===== config.mk =====
export PLATFORM = sky130hd
export DESIGN_NAME = ism_ctrl
export DESIGN_NICKNAME = d
export VERILOG_FILES = /design/src/hdl/ism_ctrl.v /design/src/hdl/ism_crc8.v
export VERILOG_INCLUDE_DIRS = /design/src /design/src/hdl
export SDC_FILE = /design/constraint.sdc
export NUM_CORES = 1
export LEC_CHECK = 0
export BUFFER_PORTS_ARGS = -buffer_cell sky130_fd_sc_hd__buf_2
export CORE_MARGIN = 3
export CORE_UTILIZATION = 35
export CTS_BUF_LIST = sky130_fd_sc_hd__clkbuf_8
export CTS_CLUSTER_DIAMETER = 100
export DETAILED_ROUTE_END_ITERATION = 7
export GPL_TIMING_DRIVEN = 0
export SLEW_MARGIN = 0
export SYNTH_ARGS = -nofsm -noshare
export SYNTH_HDL_FRONTEND = slang
export SYNTH_SLANG_ARGS = --single-unit

===== constraint.sdc =====
create_clock -name aclk -period 2.68 [get_ports aclk]
set_input_delay 0.536 -clock aclk [delete_from_list [all_inputs] [get_ports aclk]]
set_output_delay 0.536 -clock aclk [all_outputs]
set_load 0.05 [all_outputs]

===== src/hdl/ism_consts.vh =====
// constants for the two-wire controller control register block
`ifndef ISM_CONSTS_VH
`define ISM_CONSTS_VH
`define ISM_BASE0 32'h40005400
`define ISM_BASE1 32'h40005800
`define ISM_OFF_CTL 32'h00000000
`define ISM_OFF_CRC 32'h00000020
`define ISM_CTL_RESET 16'h0000
`define ISM_CTL_WMASK 16'hBFFB
`define ISM_B_EN 0
`define ISM_B_SMB 1
`define ISM_B_ROLE 3
`define ISM_B_ARP 4
`define ISM_B_CHECKSUM_CALC_ENABLE 5
`define ISM_B_GC 6
`define ISM_B_SS 7
`define ISM_B_START 8
`define ISM_B_STOP 9
`define ISM_B_ACK 10
`define ISM_B_POS 11
`define ISM_B_PECTX 12
`define ISM_B_ALERT 13
`define ISM_B_SRST 15
`define ISM_CRC_POLY 8'h07
`define ISM_CRC_INIT 8'h00
`define ISM_GC_ADDR 7'h00
`define ISM_RESP_OKAY 2'h0
`define ISM_RESP_SLVERR 2'h2
`endif


===== src/hdl/ism_ctrl.v =====
// two instances of the two-wire controller control register with AXI4-Lite access
//
// Design decision made here: the AXI4-Lite slave port.
`timescale 1ns/1ps
`default_nettype none
`include "ism_consts.vh"
// Summary of operation
// soft_reset bit 15 holds the controller in reset until cleared; release lines first
// smbus_alert_request bit 13 drives alert_pin; software sets/clears, hardware clears
// checksum_send bit 12 cleared after checksum sent, on START/STOP, or when disabled
// position 0: ack_enable and checksum_send apply to the current byte
// position 1: ack_enable and checksum_send apply to the next byte
// ack_enable bit 10 selects ACK or NACK; ack bits cleared when disabled
// stop request bit 9 makes STOP; set by timeout, cleared on STOP seen
// start request bit 8 makes START; cleared on START seen or disabled
// stretch_disable bit 7 forbids slave clock stretching when set
// general_call_accept bit 6 makes the slave answer address 0x00
// checksum computed over bytes only while checksum_calc_enable bit 5 is set
// address_resolution_enable bit 4 turns on address resolution in SMBus mode
// smbus_role_select bit 3: 0 device role, 1 host role
// smbus_mode_select bit 1: 0 plain I2C, 1 SMBus
// peripheral_enable bit 0 turns the whole controller on or off
// 16- and 32-bit accesses; reserved bits 31:16, 14, 2 stay zero
// two identical instances at 0x4000 5400 and 0x4000 5800, register at offset 0
// checksum is CRC-8 x8+x2+x+1 over every byte including the address
// a hardware clear beats a software write to the same bit
module ism_ctrl (
  input wire aclk,
  input wire aresetn,
  input wire [31:0] s_axi_awaddr,
  input wire s_axi_awvalid,
  output wire s_axi_awready,
  input wire [31:0] s_axi_wdata,
  input wire [3:0] s_axi_wstrb,
  input wire s_axi_wvalid,
  output wire s_axi_wready,
  output wire [1:0] s_axi_bresp,
  output wire s_axi_bvalid,
  input wire s_axi_bready,
  input wire [31:0] s_axi_araddr,
  input wire s_axi_arvalid,
  output wire s_axi_arready,
  output wire [31:0] s_axi_rdata,
  output wire [1:0] s_axi_rresp,
  output wire s_axi_rvalid,
  input wire s_axi_rready,
  input wire [1:0] scl_in,
  input wire [1:0] sda_in,
  input wire [1:0] smb_timeout,
  input wire [1:0] checksum_sent,
  input wire [1:0] alert_done,
  input wire [1:0] rx_byte_done,
  input wire [1:0] byte_valid,
  input wire [15:0] byte_data,
  input wire [1:0] addr_valid,
  input wire [15:0] addr_byte,
  output wire [1:0] alert_pin_o,
  output wire [1:0] alert_pin_oe,
  output wire [1:0] engine_reset,
  output wire [1:0] start_gen,
  output wire [1:0] stop_gen,
  output wire [1:0] ack_level,
  output wire [1:0] checksum_byte,
  output wire [1:0] stretch_allow,
  output wire [1:0] gc_match,
  output wire [1:0] arp_active,
  output wire [1:0] smbus_host,
  output wire [1:0] smbus_mode,
  output wire [1:0] enabled,
  output wire [1:0] start_seen,
  output wire [1:0] stop_seen,
  output wire [15:0] checksum_value
);
  reg awready_q;
  reg wready_q;
  reg bvalid_q;
  reg [1:0] bresp_q;
  reg arready_q;
  reg rvalid_q;
  reg [1:0] rresp_q;
  reg [31:0] rdata_q;
  reg aw_have_q;
  reg w_have_q;
  reg [31:0] awaddr_q;
  reg [31:0] wdata_q;
  reg [3:0] wstrb_q;
  wire do_write;
  wire [31:0] ctl_flat;
  wire [1:0] wr_hit;
  wire [15:0] wr_mask;

  assign s_axi_awready = awready_q;
  assign s_axi_wready = wready_q;
  assign s_axi_bvalid = bvalid_q;
  assign s_axi_bresp = bresp_q;
  assign s_axi_arready = arready_q;
  assign s_axi_rvalid = rvalid_q;
  assign s_axi_rresp = rresp_q;
  assign s_axi_rdata = rdata_q;

  assign do_write = aw_have_q && w_have_q && !bvalid_q;
  assign wr_hit[0] = do_write && ({awaddr_q[31:2], 2'b00} == (`ISM_BASE0 + `ISM_OFF_CTL));
  assign wr_hit[1] = do_write && ({awaddr_q[31:2], 2'b00} == (`ISM_BASE1 + `ISM_OFF_CTL));
  // byte lanes 0 and 1 only; reserved bits never store
  assign wr_mask = {{8{wstrb_q[1]}}, {8{wstrb_q[0]}}} & `ISM_CTL_WMASK;

  // write channel: address and data taken in either order
  always @(posedge aclk) begin
    if (!aresetn) begin
      awready_q <= 1'b0;
      wready_q <= 1'b0;
      aw_have_q <= 1'b0;
      w_have_q <= 1'b0;
      awaddr_q <= 32'h00000000;
      wdata_q <= 32'h00000000;
      wstrb_q <= 4'h0;
      bvalid_q <= 1'b0;
      bresp_q <= `ISM_RESP_OKAY;
    end else begin
      awready_q <= !aw_have_q && !(s_axi_awvalid && awready_q) && !bvalid_q;
      wready_q <= !w_have_q && !(s_axi_wvalid && wready_q) && !bvalid_q;
      if (s_axi_awvalid && awready_q) begin
        aw_have_q <= 1'b1;
        awaddr_q <= s_axi_awaddr;
      end
      if (s_axi_wvalid && wready_q) begin
        w_have_q <= 1'b1;
        wdata_q <= s_axi_wdata;
        wstrb_q <= s_axi_wstrb;
      end
      if (do_write) begin
        aw_have_q <= 1'b0;
        w_have_q <= 1'b0;
        bvalid_q <= 1'b1;
        bresp_q <= (wr_hit != 2'b00) ? `ISM_RESP_OKAY : `ISM_RESP_SLVERR;
      end else if (bvalid_q && s_axi_bready) begin
        bvalid_q <= 1'b0;
      end
    end
  end

  // read channel: one read outstanding
  always @(posedge aclk) begin
    if (!aresetn) begin
      arready_q <= 1'b0;
      rvalid_q <= 1'b0;
      rresp_q <= `ISM_RESP_OKAY;
      rdata_q <= 32'h00000000;
    end else begin
      arready_q <= !rvalid_q && !(s_axi_arvalid && arready_q);
      if (s_axi_arvalid && arready_q) begin
        rvalid_q <= 1'b1;
        rresp_q <= `ISM_RESP_OKAY;
        case ({s_axi_araddr[31:2], 2'b00})
          `ISM_BASE0 + `ISM_OFF_CTL: rdata_q <= {16'h0000, ctl_flat[15:0]};
          `ISM_BASE1 + `ISM_OFF_CTL: rdata_q <= {16'h0000, ctl_flat[31:16]};
          `ISM_BASE0 + `ISM_OFF_CRC: rdata_q <= {24'h000000, checksum_value[7:0]};
          `ISM_BASE1 + `ISM_OFF_CRC: rdata_q <= {24'h000000, checksum_value[15:8]};
          default: begin
            rdata_q <= 32'h00000000;
            rresp_q <= `ISM_RESP_SLVERR;
          end
        endcase
      end else if (rvalid_q && s_axi_rready) begin
        rvalid_q <= 1'b0;
      end
    end
  end

  genvar gi;
  generate
    for (gi = 0; gi < 2; gi = gi + 1) begin : unit
      reg [15:0] ctl_q;
      reg [15:0] ctl_d;
      reg scl_m_q;
      reg scl_s_q;
      reg scl_p_q;
      reg sda_m_q;
      reg sda_s_q;
      reg sda_p_q;
      reg start_q;
      reg stop_q;
      reg ack_next_q;
      reg pec_next_q;
      reg ack_q;
      reg pecb_q;
      reg gc_q;
      reg cfg_rst_q;
      reg alert_oe_q;
      reg [6:0] cfg_q;
      wire start_det;
      wire stop_det;
      wire [7:0] crc;

      // START: data falls while clock high; STOP: data rises while clock high
      assign start_det = scl_s_q && scl_p_q && sda_p_q && !sda_s_q;
      assign stop_det = scl_s_q && scl_p_q && !sda_p_q && sda_s_q;

      always @* begin
        ctl_d = ctl_q;
        if (wr_hit[gi]) begin
          ctl_d = (ctl_q & ~wr_mask) | (wdata_q[15:0] & wr_mask);
        end
        // hardware clears placed after the write so they win
        if (alert_done[gi]) begin
          ctl_d[`ISM_B_ALERT] = 1'b0;
        end
        if (checksum_sent[gi] || start_det || stop_det || !ctl_d[`ISM_B_EN]) begin
          ctl_d[`ISM_B_PECTX] = 1'b0;
        end
        if (!ctl_d[`ISM_B_EN]) begin
          ctl_d[`ISM_B_POS] = 1'b0;
          ctl_d[`ISM_B_ACK] = 1'b0;
        end
        if (start_det || !ctl_d[`ISM_B_EN]) begin
          ctl_d[`ISM_B_START] = 1'b0;
        end
        if (stop_det) begin
          ctl_d[`ISM_B_STOP] = 1'b0;
        end
        if (smb_timeout[gi]) begin
          ctl_d[`ISM_B_STOP] = 1'b1;
        end
      end

      always @(posedge aclk) begin
        if (!aresetn) begin
          ctl_q <= `ISM_CTL_RESET;
          scl_m_q <= 1'b1;
          scl_s_q <= 1'b1;
          scl_p_q <= 1'b1;
          sda_m_q <= 1'b1;
          sda_s_q <= 1'b1;
          sda_p_q <= 1'b1;
          start_q <= 1'b0;
          stop_q <= 1'b0;
          ack_next_q <= 1'b0;
          pec_next_q <= 1'b0;
          ack_q <= 1'b0;
          pecb_q <= 1'b0;
          gc_q <= 1'b0;
          cfg_rst_q <= 1'b0;
          alert_oe_q <= 1'b0;
          cfg_q <= 7'h00;
        end else begin
          ctl_q <= ctl_d;
          scl_m_q <= scl_in[gi];
          scl_s_q <= scl_m_q;
          scl_p_q <= scl_s_q;
          sda_m_q <= sda_in[gi];
          sda_s_q <= sda_m_q;
          sda_p_q <= sda_s_q;
          start_q <= start_det;
          stop_q <= stop_det;
          cfg_rst_q <= ctl_q[`ISM_B_SRST] || !ctl_q[`ISM_B_EN];
          alert_oe_q <= ctl_q[`ISM_B_ALERT] && ctl_q[`ISM_B_EN];
          // deferred settings become active at the byte boundary
          if (rx_byte_done[gi]) begin
            ack_next_q <= ctl_q[`ISM_B_ACK];
            pec_next_q <= ctl_q[`ISM_B_PECTX];
          end
          if (!ctl_q[`ISM_B_EN]) begin
            ack_next_q <= 1'b0;
            pec_next_q <= 1'b0;
          end
          if (ctl_q[`ISM_B_POS]) begin
            ack_q <= ack_next_q;
            pecb_q <= pec_next_q;
          end else begin
            ack_q <= ctl_q[`ISM_B_ACK];
            pecb_q <= ctl_q[`ISM_B_PECTX];
          end
          gc_q <= addr_valid[gi] && ctl_q[`ISM_B_GC] && ctl_q[`ISM_B_EN] &&
                  (addr_byte[gi*8+7 -: 7] == `ISM_GC_ADDR);
          cfg_q[0] <= ctl_q[`ISM_B_START] && ctl_q[`ISM_B_EN];
          cfg_q[1] <= ctl_q[`ISM_B_STOP] && ctl_q[`ISM_B_EN];
          cfg_q[2] <= !ctl_q[`ISM_B_SS];
          cfg_q[3] <= ctl_q[`ISM_B_SMB] && ctl_q[`ISM_B_ARP];
          cfg_q[4] <= ctl_q[`ISM_B_ROLE];
          cfg_q[5] <= ctl_q[`ISM_B_SMB];
          cfg_q[6] <= ctl_q[`ISM_B_EN];
        end
      end

      ism_crc8 u_crc (
        .aclk(aclk),
        .aresetn(aresetn),
        .clear(start_det || ctl_q[`ISM_B_SRST] || !ctl_q[`ISM_B_EN]),
        .enable(ctl_q[`ISM_B_CHECKSUM_CALC_ENABLE]),
        .byte_valid(byte_valid[gi]),
        .byte_data(byte_data[gi*8+7 -: 8]),
        .crc_q(crc)
      );

      assign ctl_flat[gi*16+15 -: 16] = ctl_q;
      assign checksum_value[gi*8+7 -: 8] = crc;
      assign alert_pin_o[gi] = 1'b0;
      assign alert_pin_oe[gi] = alert_oe_q;
      assign engine_reset[gi] = cfg_rst_q;
      assign start_gen[gi] = cfg_q[0];
      assign stop_gen[gi] = cfg_q[1];
      assign stretch_allow[gi] = cfg_q[2];
      assign arp_active[gi] = cfg_q[3];
      assign smbus_host[gi] = cfg_q[4];
      assign smbus_mode[gi] = cfg_q[5];
      assign enabled[gi] = cfg_q[6];
      assign ack_level[gi] = ack_q;
      assign checksum_byte[gi] = pecb_q;
      assign gc_match[gi] = gc_q;
      assign start_seen[gi] = start_q;
      assign stop_seen[gi] = stop_q;
    end
  endgenerate
endmodule // ism_ctrl
`default_nettype wire


===== src/hdl/ism_crc8.v =====
// byte-wide packet checksum accumulator
`timescale 1ns/1ps
`default_nettype none
`include "ism_consts.vh"
module ism_crc8 (
  input wire aclk,
  input wire aresetn,
  input wire clear,
  input wire enable,
  input wire byte_valid,
  input wire [7:0] byte_data,
  output reg [7:0] crc_q
);
  reg [7:0] crc_d;
  reg [7:0] c;
  integer k;

  // msb first, one byte per cycle
  always @* begin
    c = crc_q ^ byte_data;
    for (k = 0; k < 8; k = k + 1) begin
      if (c[7]) begin
        c = {c[6:0], 1'b0} ^ `ISM_CRC_POLY;
      end else begin
        c = {c[6:0], 1'b0};
      end
    end
    crc_d = crc_q;
    if (clear) begin
      crc_d = `ISM_CRC_INIT;
    end else if (enable && byte_valid) begin
      crc_d = c;
    end
  end

  always @(posedge aclk) begin
    if (!aresetn) begin
      crc_q <= `ISM_CRC_INIT;
    end else begin
      crc_q <= crc_d;
    end
  end
endmodule // ism_crc8
`default_nettype wire


Word-level counts from Yosys, hierarchy flattened
Cells that the tools add are included.
- register bits: 185
- input bits: 155
- output and inout port bits: 87
- logic and storage cells: 217
- eq/ne operators: 6
- multiplexer cells: 33
- bitwise operators: 25
- reductions and logical operators: 92
- operators with widths (operator ; number):
    $eq A30 B29 Y1 const B ; 6
    $pmux W16 S4 ; 1
    $and A16 B16 Y16 ; 3
    $mux W3 ; 16
    $not A3 Y3 ; 16
    $logic_and A1 B1 Y1 ; 40
    $or A16 B16 Y16 ; 2
    $mux W10 ; 2
    $reduce_or A2 Y1 ; 9
    $logic_not A1 Y1 ; 17
    $not A16 Y16 ; 1
    $xor A8 B8 Y8 ; 2
    $logic_not A7 Y1 ; 2
    $logic_or A1 B1 Y1 ; 14
    $mux W1 ; 12
    $reduce_and A2 Y1 ; 4
    $reduce_bool A2 Y1 ; 3
    $reduce_bool A3 Y1 ; 2
    $mux W2 ; 2
    $reduce_or A4 Y1 ; 1
    $not A1 Y1 ; 1

Longest topological paths before layout
- depth after elaboration: 17
- depth in mapped cells: 7
- depth with buffers taken out: 5

Cells and area by module
Synthesis repeated with hierarchy kept, for this count alone.
- cells, all modules: 711
- area, all modules: 6794.0 um^2
- by module, submodules not included (module ; instances ; cells an instance ; area each (um^2) ; sequential area each (um^2)):
    ism_ctrl ; 1 ; 599 ; 5600.4 ; 2842.7
    ism_crc8 ; 2 ; 56 ; 596.8 ; 160.2

Worst setup path before layout
No wires, ideal clock.
- path kind: register to register
- start point: register bvalid_q (netlist: s_axi_bvalid)
- end point: register with a tool-made name
- setup time: 0.088 ns
- data arrival time: 2.160 ns
- required time: 2.592 ns
- path slack: 0.432 ns
- stages on the path, launching flop included: 6
- path buffers: 0
- clock period less this slack: 2.248 ns
- path through: dfxtp_1 > nand3b_1 > nand4b_4 > nor4_4 > mux2_4 > nor4_2
- RTL lines (element ; RTL line ; RTL):
    from (decl) ; ism_ctrl.v:76 ; reg bvalid_q;
    from (signal assigned) ; ism_ctrl.v:117 ; bvalid_q <= 1'b0;
    from (signal assigned) ; ism_ctrl.v:134 ; bvalid_q <= 1'b1;
    from (signal assigned) ; ism_ctrl.v:137 ; bvalid_q <= 1'b0;

==> qor.txt <==
asr flop ratio synth - 0%
die height - 144 µm
hold depth - 2
outcome - completed
Pins Over Slew Limit - 0
RSZ-0062 raised after global routing - false
Achievable Freq - 425 MHz
total grt overflow - 0
met2 usage - 28.9%
CTS root buffer - clkbuf_8
IO Pins - 242
Pleak - 3.55 nW
EDFF count, synth - 0
Worst Hold Endpoint - unit[1].gc_q
GP Congestion - 0.797
FF/Latch Area - 3160 µm²
Top FF cell, synth - dfxtp_1
met3 Use GR - 4.13%
total power - 4.81 mW
largest net degree at the start of global routing - 17
CTS Buf Count - 17
Max FO, Critical Path - 7
VDD IR max - 0.000444 V
Layout area overhead - 26.1%
clock sink count - 158
PostCTS Resize Cnt - 0
post-synthesis sequential area ratio - 47.8%
DR pass1 iterations - 4
Slew HR - 26.8%
row count - 49
Mapped Area - 6620 µm²
Max Cap Violations - 0
vias in the first global route - 5207
first-pass GRT wire length - 27800 µm
reg-to-reg slack, setup - 0.33 ns
fin worst setup slack - 0.328 ns
fillers - 1870
total area of multi-input combinational cells - 3120 µm²
Cell variety after synth - 45
Hold-fix buffers, CTS - 0
most common cell in the netlist - dfxtp_1
CTS HTree Levels - 4
Routed WL - 18400 µm
Skew-Pair Late Insertion Delay - 0.46 ns
FF-to-FF path depth - 5
Setup Crit Path Kind - reg -> reg
dominant cell type by area after synthesis - dfxtp_1
Final Setup Violations - 0
Fin. Hold Viols - 0
post-DP HPWL - 14600 µm
PD cells - 576 nW/µm²
HP Start - addr_byte[9]
top cells by area, synth - dfxtp_1 48%, nand2_1 7.0%, mux2i_1 6.2%
Via-to-Cell Ratio - 4.70
Critical R2R Launch - awaddr_q[7]
vias - 5537
YS warnings - 0
antenna cells - 0
Synth top cells by count - 158 x dfxtp_1, 124 x nand2_1, 60 x a21oi_1
GR Util met1 - 23.8%
Iter 0 DRT Violations - 235
clk slew on worst S/H paths - 0.10 ns
worst path required time - 3.04 ns
placed cells - 1146
antenna-violating nets left - 0
Die Width - 144 µm
All-Layer GR Usage - 17.7%
crit end category - flop
initial antenna violation count - 0
Residual DRC - 0
TritonCTS clock tree - yes
final worst path period share - 87.7%
initial core utilization - 36.3%
GR peak layer - met2
skew final - 0.0168 ns
Clock Tree Buf Depth - 2
critical path's largest stage delay - 0.66 ns
post-route insts no fill - 1178
startpoint type of the worst setup path - flop
Finished Cell Area - 8350 µm²
cells along the critical path - nor4b_2 -> nand4_4 -> nor4_4 -> mux2_4 -> nor4_2
worst hold path class - in -> reg
Avg Cell Area, Syn - 9.40 µm²
fraction of layout cells with a size suffix above 1 - 29.5%
Post-Synthesis Cells - 705
Worst Max-Slew Pin Slew - 1.09 ns
core area - 18300 µm²
area share of the largest cell type after synthesis - 47.8%
IO Port Bufs - 192
number of nets in the layout - 1091
Seq cells post-synth - 158
Post-Place Setup Slack - -0.0473 ns
Placed Area - 7950 µm²
critical path data arrival time - 2.71 ns
Post-CTS Setup Inserts - 0
Max stage delay cell, worst path - nor4_4
wire length per cell - 15.6 µm
crit path time final - 2.35 ns
full die area - 20600 µm²
## how the worst max path moves through the flow
stage | from | end | slack, ns | depth (start not counted)
6_report | awaddr_q[7] | flop | 0.33 | 5
3_5_place_dp | s_axi_araddr[7] | s_axi_rdata[12] | -0.05 | 6
5_1_grt | awaddr_q[7] | flop | 0.15 | 5
2_1_floorplan | s_axi_bvalid | flop | 0.43 | 5
4_1_cts | awaddr_q[7] | flop | 0.30 | 5
3_3_place_gp | s_axi_araddr[7] | s_axi_rdata[12] | -0.04 | 6
## where the power goes
group / internal (mW) / leakage [nW] / switching (mW)
clock: 0.862 / 0.211 / 0.966
sequential: 2.40 / 1.28 / 0.0407
combinational: 0.216 / 2.06 / 0.324
total: 3.48 / 3.55 / 1.33
## metal layers
layer  part of all wire [%]  wire, µm  vias to the layer above
met5                      0         0                        -
met4                   0.88       161                        0
met3                    6.2      1130                       13
met2                     48      8740                      165
met1                     45      8350                     2546
li1                       -         -                     2813
## layout make-up
class | instances | area share (%)
inverter | 9 | 0.404
sequential | 158 | 37.9
multi-input combinational | 492 | 37.4
timing repair buffer | 192 | 11.5
tap | 229 | 3.43
clock buffer | 17 | 2.80
clock inverter | 15 | 2.05
buffer | 66 | 4.55
## layout by cell type, fill, tap and decap left out, types with 9 or more instances in the layout
cell type and count:
a21oi_1 60, dfxtp_1 158, xnor2_1 25, nor2_1 53, nand2b_1 22, inv_1 9, buf_2 193, o21ai_0 19
buf_4 35, mux2i_1 41, a22oi_1 10, clkbuf_8 17, clkbuf_1 23, and3_1 9, conb_1 21, nand2_1 124
## per-stage QoR
stage	setup TNS, ns	utilization (%)	hold slack, ns
floorplan	0	-	0.386
global placement	-0.0765	43.5	0.390
detailed placement	-0.0513	43.5	0.392
finish	0	45.7	0.230
global route	0	45.7	0.210
CTS	0	45.7	0.202
## critical path: cells and delay by family (launching register included)
kind             cells  cell delay [ns]
and+or+nand+nor      4             1.55
DFF                  1             0.32
muxes                1             0.39
## kinds of logic (layout without fill, tap and decap cells)
| logic type | count (synthesis) | after routing | share of synthesized area, % |
|---|---|---|---|
| simple gates | 278 | 278 | 22.7 |
| flops | 158 | 158 | 47.8 |
| compound gates | 110 | 110 | 9.61 |
| buf+inv | 75 | 299 | 6.25 |
| mux | 43 | 43 | 6.65 |
| xor+xnor | 40 | 40 | 6.97 |
| other cells | 1 | 21 | 0.0566 |
Note: power is estimated with default switching activity, not from simulation.
